[config.mk]
export PLATFORM = sky130hd
export DESIGN_NAME = ncc_top
export DESIGN_NICKNAME = d
export VERILOG_FILES = /design/src/shared/ncc_pkg.sv /design/src/verilog/ncc_top.sv
export VERILOG_INCLUDE_DIRS = /design/src /design/src/shared
export SDC_FILE = /design/constraint.sdc
export NUM_CORES = 1
export LEC_CHECK = 0
export BUFFER_PORTS_ARGS = -buffer_cell sky130_fd_sc_hd__buf_2
export CORE_MARGIN = 4
export CORE_UTILIZATION = 45
export DETAILED_ROUTE_END_ITERATION = 12
export PLACE_DENSITY = 0.69
export SYNTH_ARGS = -nofsm -noshare
export SYNTH_HDL_FRONTEND = slang
export SYNTH_SLANG_ARGS = --single-unit
[constraint.sdc]
create_clock -name i_ref_clk -period 7.1 [get_ports i_ref_clk]
set_input_delay 0.71 -clock i_ref_clk [delete_from_list [all_inputs] [get_ports i_ref_clk]]
set_output_delay 0.71 -clock i_ref_clk [all_outputs]
set_load 0.01 [all_outputs]
[src/shared/ncc_defines.svh]
// Function
// - Setting receive enable lets the receive buffering engine move data to memory.
// - Enable set mid-packet keeps both bits set and starts buffering only at idle.
// - Setting receive disable stops buffering to memory and the receive FIFO.
// - Disable set mid-packet acts after the packet is processed, both bits set meanwhile.
// - When the receiver becomes disabled the hardware clears receive enable.
// - Tally counters keep counting whatever the receive disable bit holds.
// - With both receive bits set, writing zero to receive disable clears it.
// - Setting transmit packets loads the descriptor area registers, then transmits.
// - Transmit packets clears on end of list, on a halt taking effect, or on abort.
// - An abort is any of excess collision, excess deferral, underrun or count mismatch.
// - Halt stops transmission after the current packet, then transmit packets clears.
// - Halt is sampled only after the packet status word is written back.
`ifndef NCC_DEFINES_SVH
`define NCC_DEFINES_SVH

// =====================================
// Register offsets
`define NCC_OFF_CMD 12'h000
`define NCC_OFF_TX_STAT 12'h004
`define NCC_OFF_CUR_DESC 12'h008
`define NCC_OFF_RES_PTR 12'h00c
`define NCC_OFF_TALLY 12'h010

// =====================================
// Command register fields
`define NCC_CMD_HALT_TX 0
`define NCC_CMD_TX_PKT 1
`define NCC_CMD_RX_DIS 2
`define NCC_CMD_RX_EN 3
`define NCC_CMD_RST 7
`define NCC_CMD_RES_RD 8
`define NCC_CMD_RESET 16'h0080

// =====================================
// Transmit control status fields
`define NCC_TXS_CNT_MISMATCH 0
`define NCC_TXS_UNDERRUN 1
`define NCC_TXS_DEFER_LIMIT 2
`define NCC_TXS_COLL_LIMIT 3

`endif

[src/shared/ncc_pkg.sv]
package ncc_pkg;
    typedef struct packed {
        logic [31:0] desc_addr;
        logic end_of_list_flag;
        logic excess_collision_flag;
        logic excess_deferral_flag;
        logic fifo_underrun_flag;
        logic byte_count_mismatch_flag;
    } ncc_tx_wb_t;

    typedef enum logic [1:0] {
        NCC_TX_IDLE = 2'b00,
        NCC_TX_LOAD = 2'b01,
        NCC_TX_SEND = 2'b10
    } ncc_tx_state_t;
endpackage

[src/verilog/ncc_top.sv]
`timescale 1ns/1ps
`include "ncc_defines.svh"

module ncc_top
    import ncc_pkg::*;
#(
    parameter int TALLY_W = 16
)(
    input wire logic i_ref_clk,
    input wire logic i_nrst,
    input wire logic i_psel,
    input wire logic i_penable,
    input wire logic i_pwrite,
    input wire logic [11:0] i_paddr,
    input wire logic [31:0] i_pwdata,
    output logic [31:0] o_prdata,
    output logic o_pready,
    output logic o_pslverr,
    input wire logic i_rx_busy,
    input wire logic i_rx_tally,
    input wire logic i_tx_loaded,
    input wire logic i_tx_wb_valid,
    input wire ncc_tx_wb_t i_tx_wb,
    input wire logic i_res_rd_done,
    output logic o_rx_buffer_en,
    output logic o_tx_load_req,
    output logic o_tx_run,
    output logic o_res_rd_req,
    output logic [31:0] o_res_rd_ptr,
    output logic o_sw_reset,
    output logic o_crc_disable
);

    // =====================================
    // Reset release
    logic rst_s1_q;
    logic rst_n_q;

    always_ff @(posedge i_ref_clk or negedge i_nrst)
    begin
        if (!i_nrst)
        begin
            rst_s1_q <= 1'b0;
            rst_n_q <= 1'b0;
        end
        else
        begin
            rst_s1_q <= 1'b1;
            rst_n_q <= rst_s1_q;
        end
    end

    // =====================================
    // APB decode
    logic ready_q;
    logic err_q;
    logic [31:0] rdata_q;
    logic rx_en_q, rx_dis_q, tx_pkt_q, tx_halt_q, rst_q, res_rd_q, buf_en_q;
    logic [3:0] tx_stat_q;
    logic [31:0] cur_desc_q, res_ptr_q;
    logic [TALLY_W-1:0] tally_q;
    ncc_tx_state_t tx_st_q;
    localparam logic [15:0] CMD_RESET = `NCC_CMD_RESET;

    wire setup = i_psel & ~i_penable;
    wire wr_acc = i_psel & i_penable & ready_q & i_pwrite;
    wire hit_cmd = i_paddr == `NCC_OFF_CMD;
    wire hit_tx_stat = i_paddr == `NCC_OFF_TX_STAT;
    wire hit_cur_desc = i_paddr == `NCC_OFF_CUR_DESC;
    wire hit_res_ptr = i_paddr == `NCC_OFF_RES_PTR;
    wire hit_tally = i_paddr == `NCC_OFF_TALLY;
    wire mapped = hit_cmd | hit_tx_stat | hit_cur_desc | hit_res_ptr | hit_tally;
    wire wr_cmd = wr_acc & hit_cmd & ~err_q;
    wire wr_res_ptr = wr_acc & hit_res_ptr & ~err_q;
    wire [15:0] cmd_rd = {7'h00, res_rd_q, rst_q, 3'h0, rx_en_q, rx_dis_q, tx_pkt_q, tx_halt_q};
    wire [31:0] rd_mux = hit_cmd ? {16'h0000, cmd_rd} :
                         hit_tx_stat ? {28'h0000000, tx_stat_q} :
                         hit_cur_desc ? cur_desc_q :
                         hit_res_ptr ? res_ptr_q :
                         hit_tally ? {{(32-TALLY_W){1'b0}}, tally_q} : 32'h00000000;

    always_ff @(posedge i_ref_clk or negedge rst_n_q)
    begin
        if (!rst_n_q)
        begin
            ready_q <= 1'b0;
            err_q <= 1'b0;
            rdata_q <= 32'h00000000;
        end
        else
        begin
            ready_q <= setup;
            err_q <= setup & ~mapped;
            rdata_q <= (setup & ~i_pwrite) ? rd_mux : 32'h00000000;
        end
    end

    // =====================================
    // Command write decode
    wire w_rx_en = wr_cmd & i_pwdata[`NCC_CMD_RX_EN];
    wire w_rx_dis1 = wr_cmd & i_pwdata[`NCC_CMD_RX_DIS];
    wire w_rx_dis0 = wr_cmd & ~i_pwdata[`NCC_CMD_RX_DIS];
    wire w_tx_pkt = wr_cmd & i_pwdata[`NCC_CMD_TX_PKT];
    wire w_tx_halt = wr_cmd & i_pwdata[`NCC_CMD_HALT_TX];
    wire w_res_rd = wr_cmd & i_pwdata[`NCC_CMD_RES_RD];

    // =====================================
    // Receive enable and disable
    wire rx_go = rx_en_q & ~buf_en_q & ~i_rx_busy;
    wire rx_stop = rx_dis_q & buf_en_q & ~i_rx_busy;
    logic rx_en_d, rx_dis_d, buf_en_d;

    always_comb
    begin
        rx_en_d = rx_en_q;
        rx_dis_d = rx_dis_q;
        buf_en_d = buf_en_q;
        if (rx_go)
        begin
            buf_en_d = 1'b1;
            rx_dis_d = 1'b0;
        end
        if (rx_stop)
        begin
            buf_en_d = 1'b0;
            rx_en_d = 1'b0;
        end
        if (w_rx_dis1)
            rx_dis_d = 1'b1;
        else if (w_rx_dis0 && rx_en_q && rx_dis_q)
            rx_dis_d = 1'b0;
        if (w_rx_en)
        begin
            rx_en_d = 1'b1;
            if (!i_rx_busy)
                rx_dis_d = 1'b0;
            else
                rx_dis_d = 1'b1;
        end
        if (rst_q)
        begin
            buf_en_d = 1'b0;
            rx_en_d = 1'b0;
        end
    end

    // =====================================
    // Transmit sequencing
    wire tx_abort = i_tx_wb.excess_collision_flag | i_tx_wb.excess_deferral_flag |
                    i_tx_wb.fifo_underrun_flag | i_tx_wb.byte_count_mismatch_flag;
    wire tx_wb = i_tx_wb_valid & (tx_st_q == NCC_TX_SEND);
    // Halt sampled only at status write-back
    wire tx_end = tx_wb & (i_tx_wb.end_of_list_flag | tx_halt_q | tx_abort);
    ncc_tx_state_t tx_st_d;
    logic tx_pkt_d, tx_halt_d;

    always_comb
    begin
        tx_st_d = tx_st_q;
        tx_pkt_d = tx_pkt_q;
        tx_halt_d = tx_halt_q;
        case (tx_st_q)
            NCC_TX_IDLE:
                if (tx_pkt_q)
                    tx_st_d = NCC_TX_LOAD;
            NCC_TX_LOAD:
                if (i_tx_loaded)
                    tx_st_d = NCC_TX_SEND;
            NCC_TX_SEND:
                if (tx_end)
                begin
                    tx_st_d = NCC_TX_IDLE;
                    tx_pkt_d = 1'b0;
                    if (tx_halt_q)
                        tx_halt_d = 1'b0;
                end
            default:
                tx_st_d = NCC_TX_IDLE;
        endcase
        if (w_tx_halt)
            tx_halt_d = 1'b1;
        if (w_tx_pkt)
            tx_pkt_d = 1'b1;
        if (rst_q)
        begin
            tx_st_d = NCC_TX_IDLE;
            tx_pkt_d = 1'b0;
            tx_halt_d = 1'b0;
        end
    end

    // =====================================
    // Command and status registers
    always_ff @(posedge i_ref_clk or negedge rst_n_q)
    begin
        if (!rst_n_q)
        begin
            rx_en_q <= 1'b0;
            rx_dis_q <= 1'b0;
            buf_en_q <= 1'b0;
            tx_pkt_q <= 1'b0;
            tx_halt_q <= 1'b0;
            tx_st_q <= NCC_TX_IDLE;
            rst_q <= CMD_RESET[`NCC_CMD_RST];
            res_rd_q <= 1'b0;
        end
        else
        begin
            rx_en_q <= rx_en_d;
            rx_dis_q <= rx_dis_d;
            buf_en_q <= buf_en_d;
            tx_pkt_q <= tx_pkt_d;
            tx_halt_q <= tx_halt_d;
            tx_st_q <= tx_st_d;
            if (wr_cmd)
                rst_q <= i_pwdata[`NCC_CMD_RST];
            if (w_res_rd)
                res_rd_q <= 1'b1;
            else if (i_res_rd_done || rst_q)
                res_rd_q <= 1'b0;
        end
    end

    always_ff @(posedge i_ref_clk or negedge rst_n_q)
    begin
        if (!rst_n_q)
        begin
            tx_stat_q <= 4'h0;
            cur_desc_q <= 32'h00000000;
            res_ptr_q <= 32'h00000000;
            tally_q <= '0;
        end
        else
        begin
            if (tx_wb)
            begin
                cur_desc_q <= i_tx_wb.desc_addr;
                tx_stat_q <= {i_tx_wb.excess_collision_flag, i_tx_wb.excess_deferral_flag,
                              i_tx_wb.fifo_underrun_flag, i_tx_wb.byte_count_mismatch_flag};
            end
            if (wr_res_ptr)
                res_ptr_q <= i_pwdata;
            if (i_rx_tally && !rst_q)
                tally_q <= tally_q + 1'b1;
        end
    end

    // =====================================
    // Registered outputs
    always_ff @(posedge i_ref_clk or negedge rst_n_q)
    begin
        if (!rst_n_q)
        begin
            o_tx_load_req <= 1'b0;
            o_tx_run <= 1'b0;
            o_res_rd_req <= 1'b0;
            o_res_rd_ptr <= 32'h00000000;
            o_sw_reset <= 1'b1;
            o_crc_disable <= 1'b1;
        end
        else
        begin
            o_tx_load_req <= tx_st_d == NCC_TX_LOAD;
            o_tx_run <= tx_st_d == NCC_TX_SEND;
            o_res_rd_req <= res_rd_q & ~i_res_rd_done & ~rst_q;
            o_res_rd_ptr <= res_ptr_q;
            o_sw_reset <= rst_q;
            o_crc_disable <= rst_q;
        end
    end

    assign o_rx_buffer_en = buf_en_q;
    assign o_prdata = rdata_q;
    assign o_pready = ready_q;
    assign o_pslverr = err_q;
endmodule

# ---- Word-level counts from Yosys, hierarchy flattened
# Index checks and enable logic that the tools add are counted.
dict set report totals {
  word_cells 120
  memories 0
  mem_bits_rw 0
  rom_bits 0
  latch_bits 0
  output_inout_bits 72
  reg_bits 165
  in_bits 91
}
dict set report op_classes {
  mux 30
  n_div 0
  add_sub_neg 1
  n_mul 0
  n_eq_ne 8
  n_lt_le_gt_ge 0
  shift 0
  n_reduce_logical 17
  bitwise_logic 42
}
# op n
set ops {}
lappend ops {{$mux W32} 5}
lappend ops {{$and A1 B1 Y1} 24}
lappend ops {{$eq A12 B4 Y1 const B} 2}
lappend ops {{$mux W1} 19}
lappend ops {{$reduce_bool A3 Y1} 6}
lappend ops {{$add A16 B1 Y16 const B} 1}
lappend ops {{$mux W16} 1}
lappend ops {{$eq A12 B3 Y1 const B} 1}
lappend ops {{$eq A12 B5 Y1 const B} 1}
lappend ops {{$logic_not A12 Y1} 1}
lappend ops {{$not A1 Y1} 9}
lappend ops {{$or A1 B1 Y1} 9}
lappend ops {{$mux W2} 4}
lappend ops {{$pmux W2 S3} 1}
lappend ops {{$eq A2 B1 Y1 const B} 2}
lappend ops {{$eq A2 B2 Y1 const B} 2}
lappend ops {{$reduce_and A2 Y1} 2}
lappend ops {{$reduce_bool A4 Y1} 1}
lappend ops {{$logic_and A1 B1 Y1} 3}
lappend ops {{$logic_not A2 Y1} 1}
lappend ops {{$reduce_bool A2 Y1} 1}
lappend ops {{$logic_not A1 Y1} 1}
lappend ops {{$logic_or A1 B1 Y1} 1}

# ---- Longest topological paths before layout
# Gate-level depths: netlist (run 1).
dict set report depth {
  ltp_word 11
  mapped_depth 7
  mapped_depth_nobuf 5
}

# ---- Worst setup path before layout (run 1)
# No wires, ideal clock.
dict set report synth_timing {
  path_type {in2reg}
  start {input i_paddr[4]}
  end {register res_ptr_q[10]}
  path_buffers 3
  path_stages 7
  setup_time_ps 127
  required_time_ps 6973
  slack_ps 4654
  t_arrival_ps 2318
  path_cell_list {buf_6 > or4_4 > nor3_4 > and4_1 > buf_4 > buf_6 > mux2_1}
}
dict set report synth_via {
  elab_chain_cells 3
}
# item line_no
set synth_rtl {}
lappend synth_rtl {{start, declared} ncc_top.sv:14} ;# input wire logic [11:0] i_paddr,
lappend synth_rtl {{$eq A12 B4 Y1 (no source line)} n/a}
lappend synth_rtl {{$and A1 B1 Y1 (2 in series)} ncc_top.sv:74} ;# wire wr_res_ptr = wr_acc & hit_res_ptr & ~err_q;
lappend synth_rtl {{end signal, assigned} ncc_top.sv:242} ;# res_ptr_q <= i_pwdata;
lappend synth_rtl {{end, declared} ncc_top.sv:60} ;# logic [31:0] cur_desc_q, res_ptr_q;
# No other way between the ends.
# A chain may end at the register's enable or synchronous reset.

# ---- Worst setup path after layout (run 1)
dict set report layout_timing {
  start {input i_paddr[4]}
  end {register res_ptr_q[31]}
}
# Same word-level chain as after synthesis.

==> results.yml, run 1 <==
sta:
  clock.fmax_mhz: 302.8
  slew_viol_final: 0
  min_period_over_period_pct: 46.51
  setup_tns_ns: 0
  finalHoldViolCount: 0
  skew_ns: 0.008561
  worstMarginPinSlew_ns: 1.031
  finalCriticalPeriod_ns: 3.302
  report.final.setup_viol: 0
  slew_headroom_pct: 30.60
  grt_setup_unrepaired: "no"
global_route:
  grt_pass1_vias: 4724
  grt_pass1_wl_um: 24520
  grt_max_degree: 68
  track_usage_pct: 19.41
  grt_antenna_before_repair: 0
  gr-total-overflow: 0
critical_path:
  critPathBufInv: 1
  cp.arrival_ns: 3.61
  worstSetupEndpointType: "register"
  path_cells: "buf_2, or4_4, nor3_4, and4_2, mux2_2"
  cpLargestDelayFamily: "simple AND/OR/NAND/NOR gates"
  path_max_fanout: 32
  critical_path_class: "input pin to register"
  startpoint_type: "input pin"
  slowest_stage: "and4_2"
  critPathMaxStageDelay_ns: 1.00
  critical_path_required_ns: 7.41
  reg2regPathDepth: 2
  cp.depth: 5
cells_and_area:
  post-route-cell-area_mm2: 0.008013
  seq_area_mm2: 0.004135
  multi_input_area_mm2: 0.002170
  areaGrowthSynthToFinish_pct: 24.08
  n_fill_cell: 1180
  fin_nets: 724
  diodes: 0
  most-common-layout-cells: "162 x dfrtp_1, 162 x buf_2, 45 x mux2_2, 32 x nor2_1, 30 x mux2_1"
  final_util_pct: 57.28
  drive_gt1_share_pct: 39.07
  final_cells: 825
placement:
  portBuffers: 162
  placed_area_mm2: 0.007386
  place_congestion: 0.8538
  dp.cells: 793
  dp_hpwl_um: 10350
floorplanning:
  pin_count: 163
  floorplan.initialDensity_pct: 46.16
  row_count: 43
  dieHeight_um: 127.8
  die_area_mm2: 0.01633
  dieWidth_um: 127.8
  core_area_mm2: 0.01399
cts:
  worst_skew_pair.late_latency_ns: 0.42
  postCtsSetupRepairBufs: 0
  hold_buffers: 0
  cts_tree: "yes"
  cts.sinks: 165
  cts_max_path_buffers: 2
  cts_resized: 0
  clockRootBuffer: "clkbuf_16"
  cts_buffers: 17
  clk_pin_slew_ns: 0.06
  htree_levels: 4
route:
  drc: 0
  drt-total-wl_um: 15220
  viasPerCell: 5.370
  drt-initial-drc-count: 269
  drtAntennaViolNets: 0
  vias: 4430
  dr.pass1.iters: 4
  avgRoutedWirePerCell_um: 18.45
power:
  p_leak_nw: 4.238
  finalPower_mw: 2.072
  p_per_area_mw_per_mm2: 258.5
  ir_drop_mv: 0.1838
yosys:
  yosysSeqAreaShare_pct: 63.98
  yosys_warnings: 0
  ys_async_sr_fraction_pct: 100.0
  synth_cell_types: 44
  synthFlopType: "dfrtp_1"
  synth_edf_count: 0
  synth.avg_cell_area_um2: 13.65
  ys_ff_latch: 165
  netlist_area_mm2: 0.006457
  synth_nets: 565
  synthesis.instances: 473
flow_run:
  cap_violations: 0
hold_path:
  hp-class: "input pin to async pin"
run_status:
  outcome: "complete, no violations"
## worst paths after layout
check	from	end	slack, ns
max in group asynchronous	rst_n_q	cur_desc_q[2]	4.87
worst max register to register	rst_n_q	cur_desc_q[2]	4.87
min in group i_ref_clk	rst_s1_q	rst_n_q	0.35
worst max-delay path	i_paddr[4]	res_ptr_q[31]	3.80
worst min register to register	rst_n_q	res_ptr_q[21]	0.30
worst min-delay path	i_nrst	rst_n_q	0.06
## layer usage
layer | track usage, % | wire length, um
met4 | 7.116 | 272
met1 | 24.53 | 6306
met2 | 31.92 | 7587
met3 | 5.625 | 1052
met5 | 0 | 0
## final cells by class
class	count	area share [%]
Inverter	4	0.1874
Clock inverter	10	1.905
Tap cell	180	2.811
Multi-Input combinational cell	278	27.08
Clock buffer	22	5.918
Timing Repair Buffer	166	10.49
Sequential cell	165	51.61
## per-stage QoR
stage / worst slack (ns) / hold WS [ns]
final: 3.798 / 0.06340
after global routing: 3.692 / 0.04412
after CTS: 3.814 / 0.05122
after detailed placement: 3.361 / 0.3212
after global placement: 3.413 / 0.3133
after floorplan: 2.166 / 0.3312
## sequential cells by signal, summed over array words and instances, names as in the netlist, 2 cells and up
signal / cells
cur_desc_q: 32
o_prdata: 32
tx_stat_q: 4
o_res_rd_ptr: 32
tally_q: 16
tx_st_q: 2
res_ptr_q: 32
## worst reg2reg max path, delay by kind of cell, from the launching register on
kind	cells	cell delay [ns]
buffers and inverters	2	1.48
DFF	1	0.75
## cell usage after synthesis, types with 3 or more instances
cell	count	area [um^2]
a21oi_1	8	40.04
a221oi_1	13	113.9
a32oi_1	4	35.03
and3_1	6	37.54
buf_2	6	30.03
buf_6	4	45.04
clkbuf_1	12	45.04
dfrtp_1	163	4079
inv_1	4	15.01
mux2_1	30	337.8
mux2_2	45	506.7
mux2i_1	18	180.2
nand2_1	7	26.28
nand2b_1	5	31.28
nand3_1	16	80.08
nand3b_1	5	37.54
nand4_1	8	50.05
nor2_1	32	120.1
nor3_1	3	15.01
nor4_1	6	37.54
o21a_1	3	22.52
o21ai_0	27	135.1
o22ai_1	3	18.77
or2_2	3	18.77
xnor2_1	11	96.34
xor2_1	4	35.03
## report_power, final
part / switching (mW) / leakage, nW / internal [mW]
sequential: 0.0326 / 2.27 / 0.967
clock: 0.348 / 0.310 / 0.613
combinational: 0.0597 / 1.66 / 0.0513
total: 0.440 / 4.24 / 1.63
## cells by family after synthesis
group | Yosys count | share of synthesized area (%)
AOI/OAI and AO/OA | 65 | 6.568
xor gates and xnor gates | 15 | 2.034
adders and majority gates | 1 | 0.1937
buffers and inverters | 30 | 2.441
DFF | 165 | 63.98
muxes | 93 | 15.87
other | 1 | 0.05807
and+or+nand+nor | 103 | 8.855
(Power assumes the default switching activity.)
==> run 2: changes to the inputs <==
==> constraint.sdc (replaced) <==
create_clock -name i_ref_clk -period 3.15 [get_ports i_ref_clk]
set_input_delay 0.315 -clock i_ref_clk [delete_from_list [all_inputs] [get_ports i_ref_clk]]
set_output_delay 0.315 -clock i_ref_clk [all_outputs]
set_load 0.01 [all_outputs]
==> results.yml, run 2 (synthesis results as in run 1) <==
run_status:
  outcome: "complete, no violations"
sta:
  layout_setup_ws_ns: 1.151
  skew_ns: 0.008924
  clock.fmax_mhz: 500.2
  min_period_over_period_pct: 63.46
  slew_viol_final: 0
  setup_tns_ns: 0
  worstMarginPinSlew_ns: 0.9376
  report.final.setup_viol: 0
  slew_headroom_pct: 37.49
  grt_setup_unrepaired: "no"
  finalHoldViolCount: 0
  finalCriticalPeriod_ns: 1.999
critical_path:
  startpoint_type: "register"
  startpoint: "tx_st_q[0]"
  critical_path_class: "register to register"
  reg2regPathDepth: 3
  r2r_slack_ns: 1.15
  path_max_fanout: 24
  critical_path_required_ns: 3.45
  crit-reg2reg-capture: "cur_desc_q[6]"
  regToRegStartpoint: "tx_st_q[0]"
  cp.arrival_ns: 2.30
  worstSetupEndpointType: "register"
placement:
  preCtsSetupSlack_ns: 0.8347
  place_congestion: 0.9260
  placed_area_mm2: 0.007461
  portBuffers: 162
  dp.cells: 798
  dp_hpwl_um: 10590
cells_and_area:
  most-common-layout-cells: "162 x dfrtp_1, 162 x buf_2, 45 x mux2_2, 32 x nor2_1, 30 x mux2_1"
  final_cells: 831
  drive_gt1_share_pct: 39.17
  post-route-cell-area_mm2: 0.008089
  diodes: 0
  fin_nets: 730
  final_util_pct: 57.83
  areaGrowthSynthToFinish_pct: 25.27
cts:
  cts_buffers: 17
  clockRootBuffer: "clkbuf_16"
  cts_resized: 0
  cts.sinks: 165
  worst_skew_pair.late_latency_ns: 0.42
  clk_pin_slew_ns: 0.06
  htree_levels: 4
  cts_tree: "yes"
  cts_max_path_buffers: 2
floorplanning:
  die_area_mm2: 0.01633
  pin_count: 163
  row_count: 43
  dieWidth_um: 127.8
  dieHeight_um: 127.8
  floorplan.initialDensity_pct: 46.16
  core_area_mm2: 0.01399
global_route:
  grt_max_degree: 164
  grt_antenna_before_repair: 0
  grt_pass1_wl_um: 24630
  grt_pass1_vias: 4747
  gr-total-overflow: 0
  track_usage_pct: 19.58
hold_path:
  hp-class: "input pin to register"
  min_path_cells: 2
  worstHoldStart: "i_res_rd_done"
  whs_endpoint: "o_res_rd_req"
power:
  comb_power_share_pct: 5.7
  pwr-share-clk_pct: 46.1
  p_seq_share_pct: 48.2
  switching_power_mw: 0.9877
  p_leak_nw: 4.270
  p_int_mw: 3.663
  ir_drop_mv: 0.3888
  p_per_area_mw_per_mm2: 575.0
  swShare_pct: 21.24
route:
  dr.pass1.iters: 4
  met3WireLength_um: 1060
  wl_met2_um: 7612
  drt-total-wl_um: 15340
  viasPerCell: 5.300
  wl_met1_um: 6514
  topRoutingLayerUsed: "met4"
  drt-initial-drc-count: 346
  drtAntennaViolNets: 0
  drc: 0
  vias: 4404
  avgRoutedWirePerCell_um: 18.46
flow_run:
  cap_violations: 0
[run 2: worst max-delay path, cell delays in order (launching register included)]
cell and delay (ns):
dfrtp_1 0.42, nand3b_1 0.71, buf_12 0.44, mux2_2 0.30
[run 2: worst max path at each step]
stage / end / cells after the start
CTS: cur_desc_q[6] / 3
global route: cur_desc_q[19] / 3
detailed placement: o_prdata[4] / 5
finish: cur_desc_q[6] / 3
floorplan: cur_desc_q[0] / 0
global placement: o_prdata[11] / 5
[run 2: power by group through the flow]
stage / registers (mW) / logic (mW) / clock network [mW]
floorplan: 2.29 / 0.128 / 0
global placement: 2.28 / 0.252 / 0
detailed placement: 2.28 / 0.267 / 0
CTS: 2.24 / 0.269 / 2.19
global route: 2.25 / 0.293 / 2.29
finish: 2.24 / 0.263 / 2.15
[run 2: area by class of cell]
type                    count  area [um^2]
repair buffers            172        925.9
fillers                  1191         5899
well taps                 180        225.2
flip-flops and latches    165         4135
clock inverters             9        150.1
inverters                   4        15.01
multi-input cells         278         2170
clock buffers              23        467.9
[run 2: layer usage]
metal / vias to the layer above / GRT usage (%)
li1: 2031 / -
met1: 2213 / 25.54
met2: 148 / 31.18
met3: 12 / 5.583
met4: 0 / 7.615
met5: - / 0
[run 2: stage by stage]
| stage | total power, mW | hold slack, ns |
|---|---|---|
| after floorplan | 2.421 | 0.01941 |
| after global placement | 2.529 | 0.1006 |
| after detailed placement | 2.546 | 0.1022 |
| after CTS | 4.700 | 0.04475 |
| after global routing | 4.839 | 0.04663 |
| final | 4.651 | 0.06426 |
[run 2: repair_timing]
action | 4_1_cts | 5_1_grt
endpoints found under the hold margin | 2 | 0
setup buffers | 0 | 0
hold buffers | 1 | 0
==> run 3: changes to the inputs <==
--- a/config.mk
+++ b/config.mk
@@ -10,7 +10,7 @@
 export CORE_MARGIN = 4
 export CORE_UTILIZATION = 45
 export DETAILED_ROUTE_END_ITERATION = 12
-export PLACE_DENSITY = 0.69
+export PLACE_DENSITY = 0.72
 export SYNTH_ARGS = -nofsm -noshare
 export SYNTH_HDL_FRONTEND = slang
 export SYNTH_SLANG_ARGS = --single-unit
==> constraint.sdc (replaced) <==
create_clock -name i_ref_clk -period 1.8 [get_ports i_ref_clk]
set_input_delay 0.18 -clock i_ref_clk [delete_from_list [all_inputs] [get_ports i_ref_clk]]
set_output_delay 0.18 -clock i_ref_clk [all_outputs]
set_load 0.01 [all_outputs]
==> results.yml, run 3 (synthesis results as in run 1) <==
placement:
  portBuffers: 162
  place_congestion: 0.8965
  placed_area_mm2: 0.007661
  dp_hpwl_um: 11350
  preCtsSetupSlack_ns: -0.1994
floorplanning:
  core_area_mm2: 0.01399
  floorplan.initialDensity_pct: 46.16
  row_count: 43
  pin_count: 163
  die_area_mm2: 0.01633
  dieHeight_um: 127.8
  dieWidth_um: 127.8
sta:
  layout_setup_ws_ns: 0.2333
  skew_ns: 0.008927
  slew_viol_final: 0
  clock.fmax_mhz: 638.3
  report.final.setup_viol: 0
  grt_setup_unrepaired: "no"
  finalCriticalPeriod_ns: 1.567
  min_period_over_period_pct: 87.04
  finalHoldViolCount: 0
power:
  p_leak_nw: 4.638
  swShare_pct: 22.11
  ir_drop_mv: 0.9018
  pwr-share-clk_pct: 46.2
  p_int_mw: 6.562
  finalPower_mw: 8.425
  switching_power_mw: 1.863
  comb_power_share_pct: 7.0
  p_seq_share_pct: 46.8
  p_per_area_mw_per_mm2: 945.9
critical_path:
  path_max_fanout: 17
  cpLargestDelayFamily: "simple AND/OR/NAND/NOR gates"
  critical_path_required_ns: 2.10
  worstSetupEndpointType: "register"
  critPathBufInv: 2
  slowest_stage: "or4_4"
  path_cells: "buf_2, or4_4, nor3_4, and4_2, buf_12, mux2_1"
  critPathMaxStageDelay_ns: 0.55
  cp.arrival_ns: 1.87
  startpoint_type: "input pin"
  critical_path_class: "input pin to register"
cts:
  htree_levels: 4
  clockRootBuffer: "clkbuf_16"
  cts_buffers: 17
  cts.sinks: 165
  postCtsSetupRepairBufs: 0
  worst_skew_pair.late_latency_ns: 0.43
  cts_tree: "yes"
  clk_pin_slew_ns: 0.06
  cts_max_path_buffers: 2
hold_path:
  hp-class: "input pin to register"
global_route:
  grt_antenna_before_repair: 0
  track_usage_pct: 21.75
  grt_pass1_wl_um: 27280
  grt_max_degree: 64
  grt_pass1_vias: 5290
  gr-total-overflow: 0
route:
  drc: 0
  dr.pass1.iters: 4
  viasPerCell: 5.246
  avgRoutedWirePerCell_um: 18.59
  drt-initial-drc-count: 350
  drt-total-wl_um: 16940
  drtAntennaViolNets: 0
  vias: 4779
cells_and_area:
  post-route-cell-area_mm2: 0.008906
  areaGrowthSynthToFinish_pct: 37.92
  drive_gt1_share_pct: 38.08
  n_fill_cell: 1059
  most-common-layout-cells: "162 x dfrtp_1, 162 x buf_2, 60 x dlygate4sd3_1, 45 x mux2_2, 32 x nor2_1"
  fin_nets: 809
run_status:
  outcome: "complete, no violations"
flow_run:
  cap_violations: 0
## run 3: layer usage
layer | part of all wire (%) | up-vias | GRT usage [%]
li1 | - | 2187 | -
met1 | 40 | 2407 | 26.20
met2 | 53 | 160 | 36.88
met3 | 5.6 | 25 | 6.042
met4 | 2.0 | 0 | 8.989
met5 | 0 | - | 0
## run 3: cell type report
| type | count | area, um^2 | area share (%) |
|---|---|---|---|
| diodes | 1 | 2.502 | 0.02810 |
| clock buffers | 21 | 470.5 | 5.282 |
| clock inverters | 11 | 171.4 | 1.925 |
| inverters | 4 | 15.01 | 0.1686 |
| multi-input cells | 278 | 2170 | 24.36 |
| flip-flops and latches | 165 | 4135 | 46.43 |
| well taps | 180 | 225.2 | 2.529 |
| repair buffers | 251 | 1717 | 19.28 |
## run 3: what timing repair did
item,in CTS,in global routing
gates resized for setup,0,0
hold buffers,58,2
endpoints found under the hold margin,60,2
## run 3: worst paths after layout
path                        startpoint              to  slack, ns  cells past startpoint
hold reg to reg                rst_n_q  cur_desc_q[21]       0.22                      0
setup reg to reg              o_pready   res_ptr_q[25]       0.25                      5
setup / recovery            i_paddr[6]   res_ptr_q[25]       0.23                      6
min in group asynchronous       i_nrst         rst_n_q       0.08                      2
max in group asynchronous      rst_n_q   cur_desc_q[6]       0.81                      1
hold / removal             i_pwdata[9]    res_ptr_q[9]       0.01                      2
## run 3: power by group through the flow
stage	clock network, mW	logic, mW	registers [mW]
6_report	3.90	0.590	3.94
3_5_place_dp	0	0.485	4.00
3_3_place_gp	0	0.460	3.99
2_1_floorplan	0	0.224	4.01
4_1_cts	3.95	0.593	3.94
5_1_grt	4.13	0.652	3.96
## run 3: through the flow
| step | std cells | utilization (%) | TNS, ns | hold WS [ns] |
|---|---|---|---|---|
| after floorplan | 473 | - | -1.128 | -0.1156 |
| after detailed placement | 818 | 54.77 | -9.036 | -0.02405 |
| after CTS | 908 | 63.51 | 0 | 0.002133 |
| after global placement | 818 | 54.77 | -6.760 | -0.03479 |
| after global routing | 910 | 63.65 | 0 | 0.001290 |
| final | 911 | 63.67 | 0 | 0.009657 |
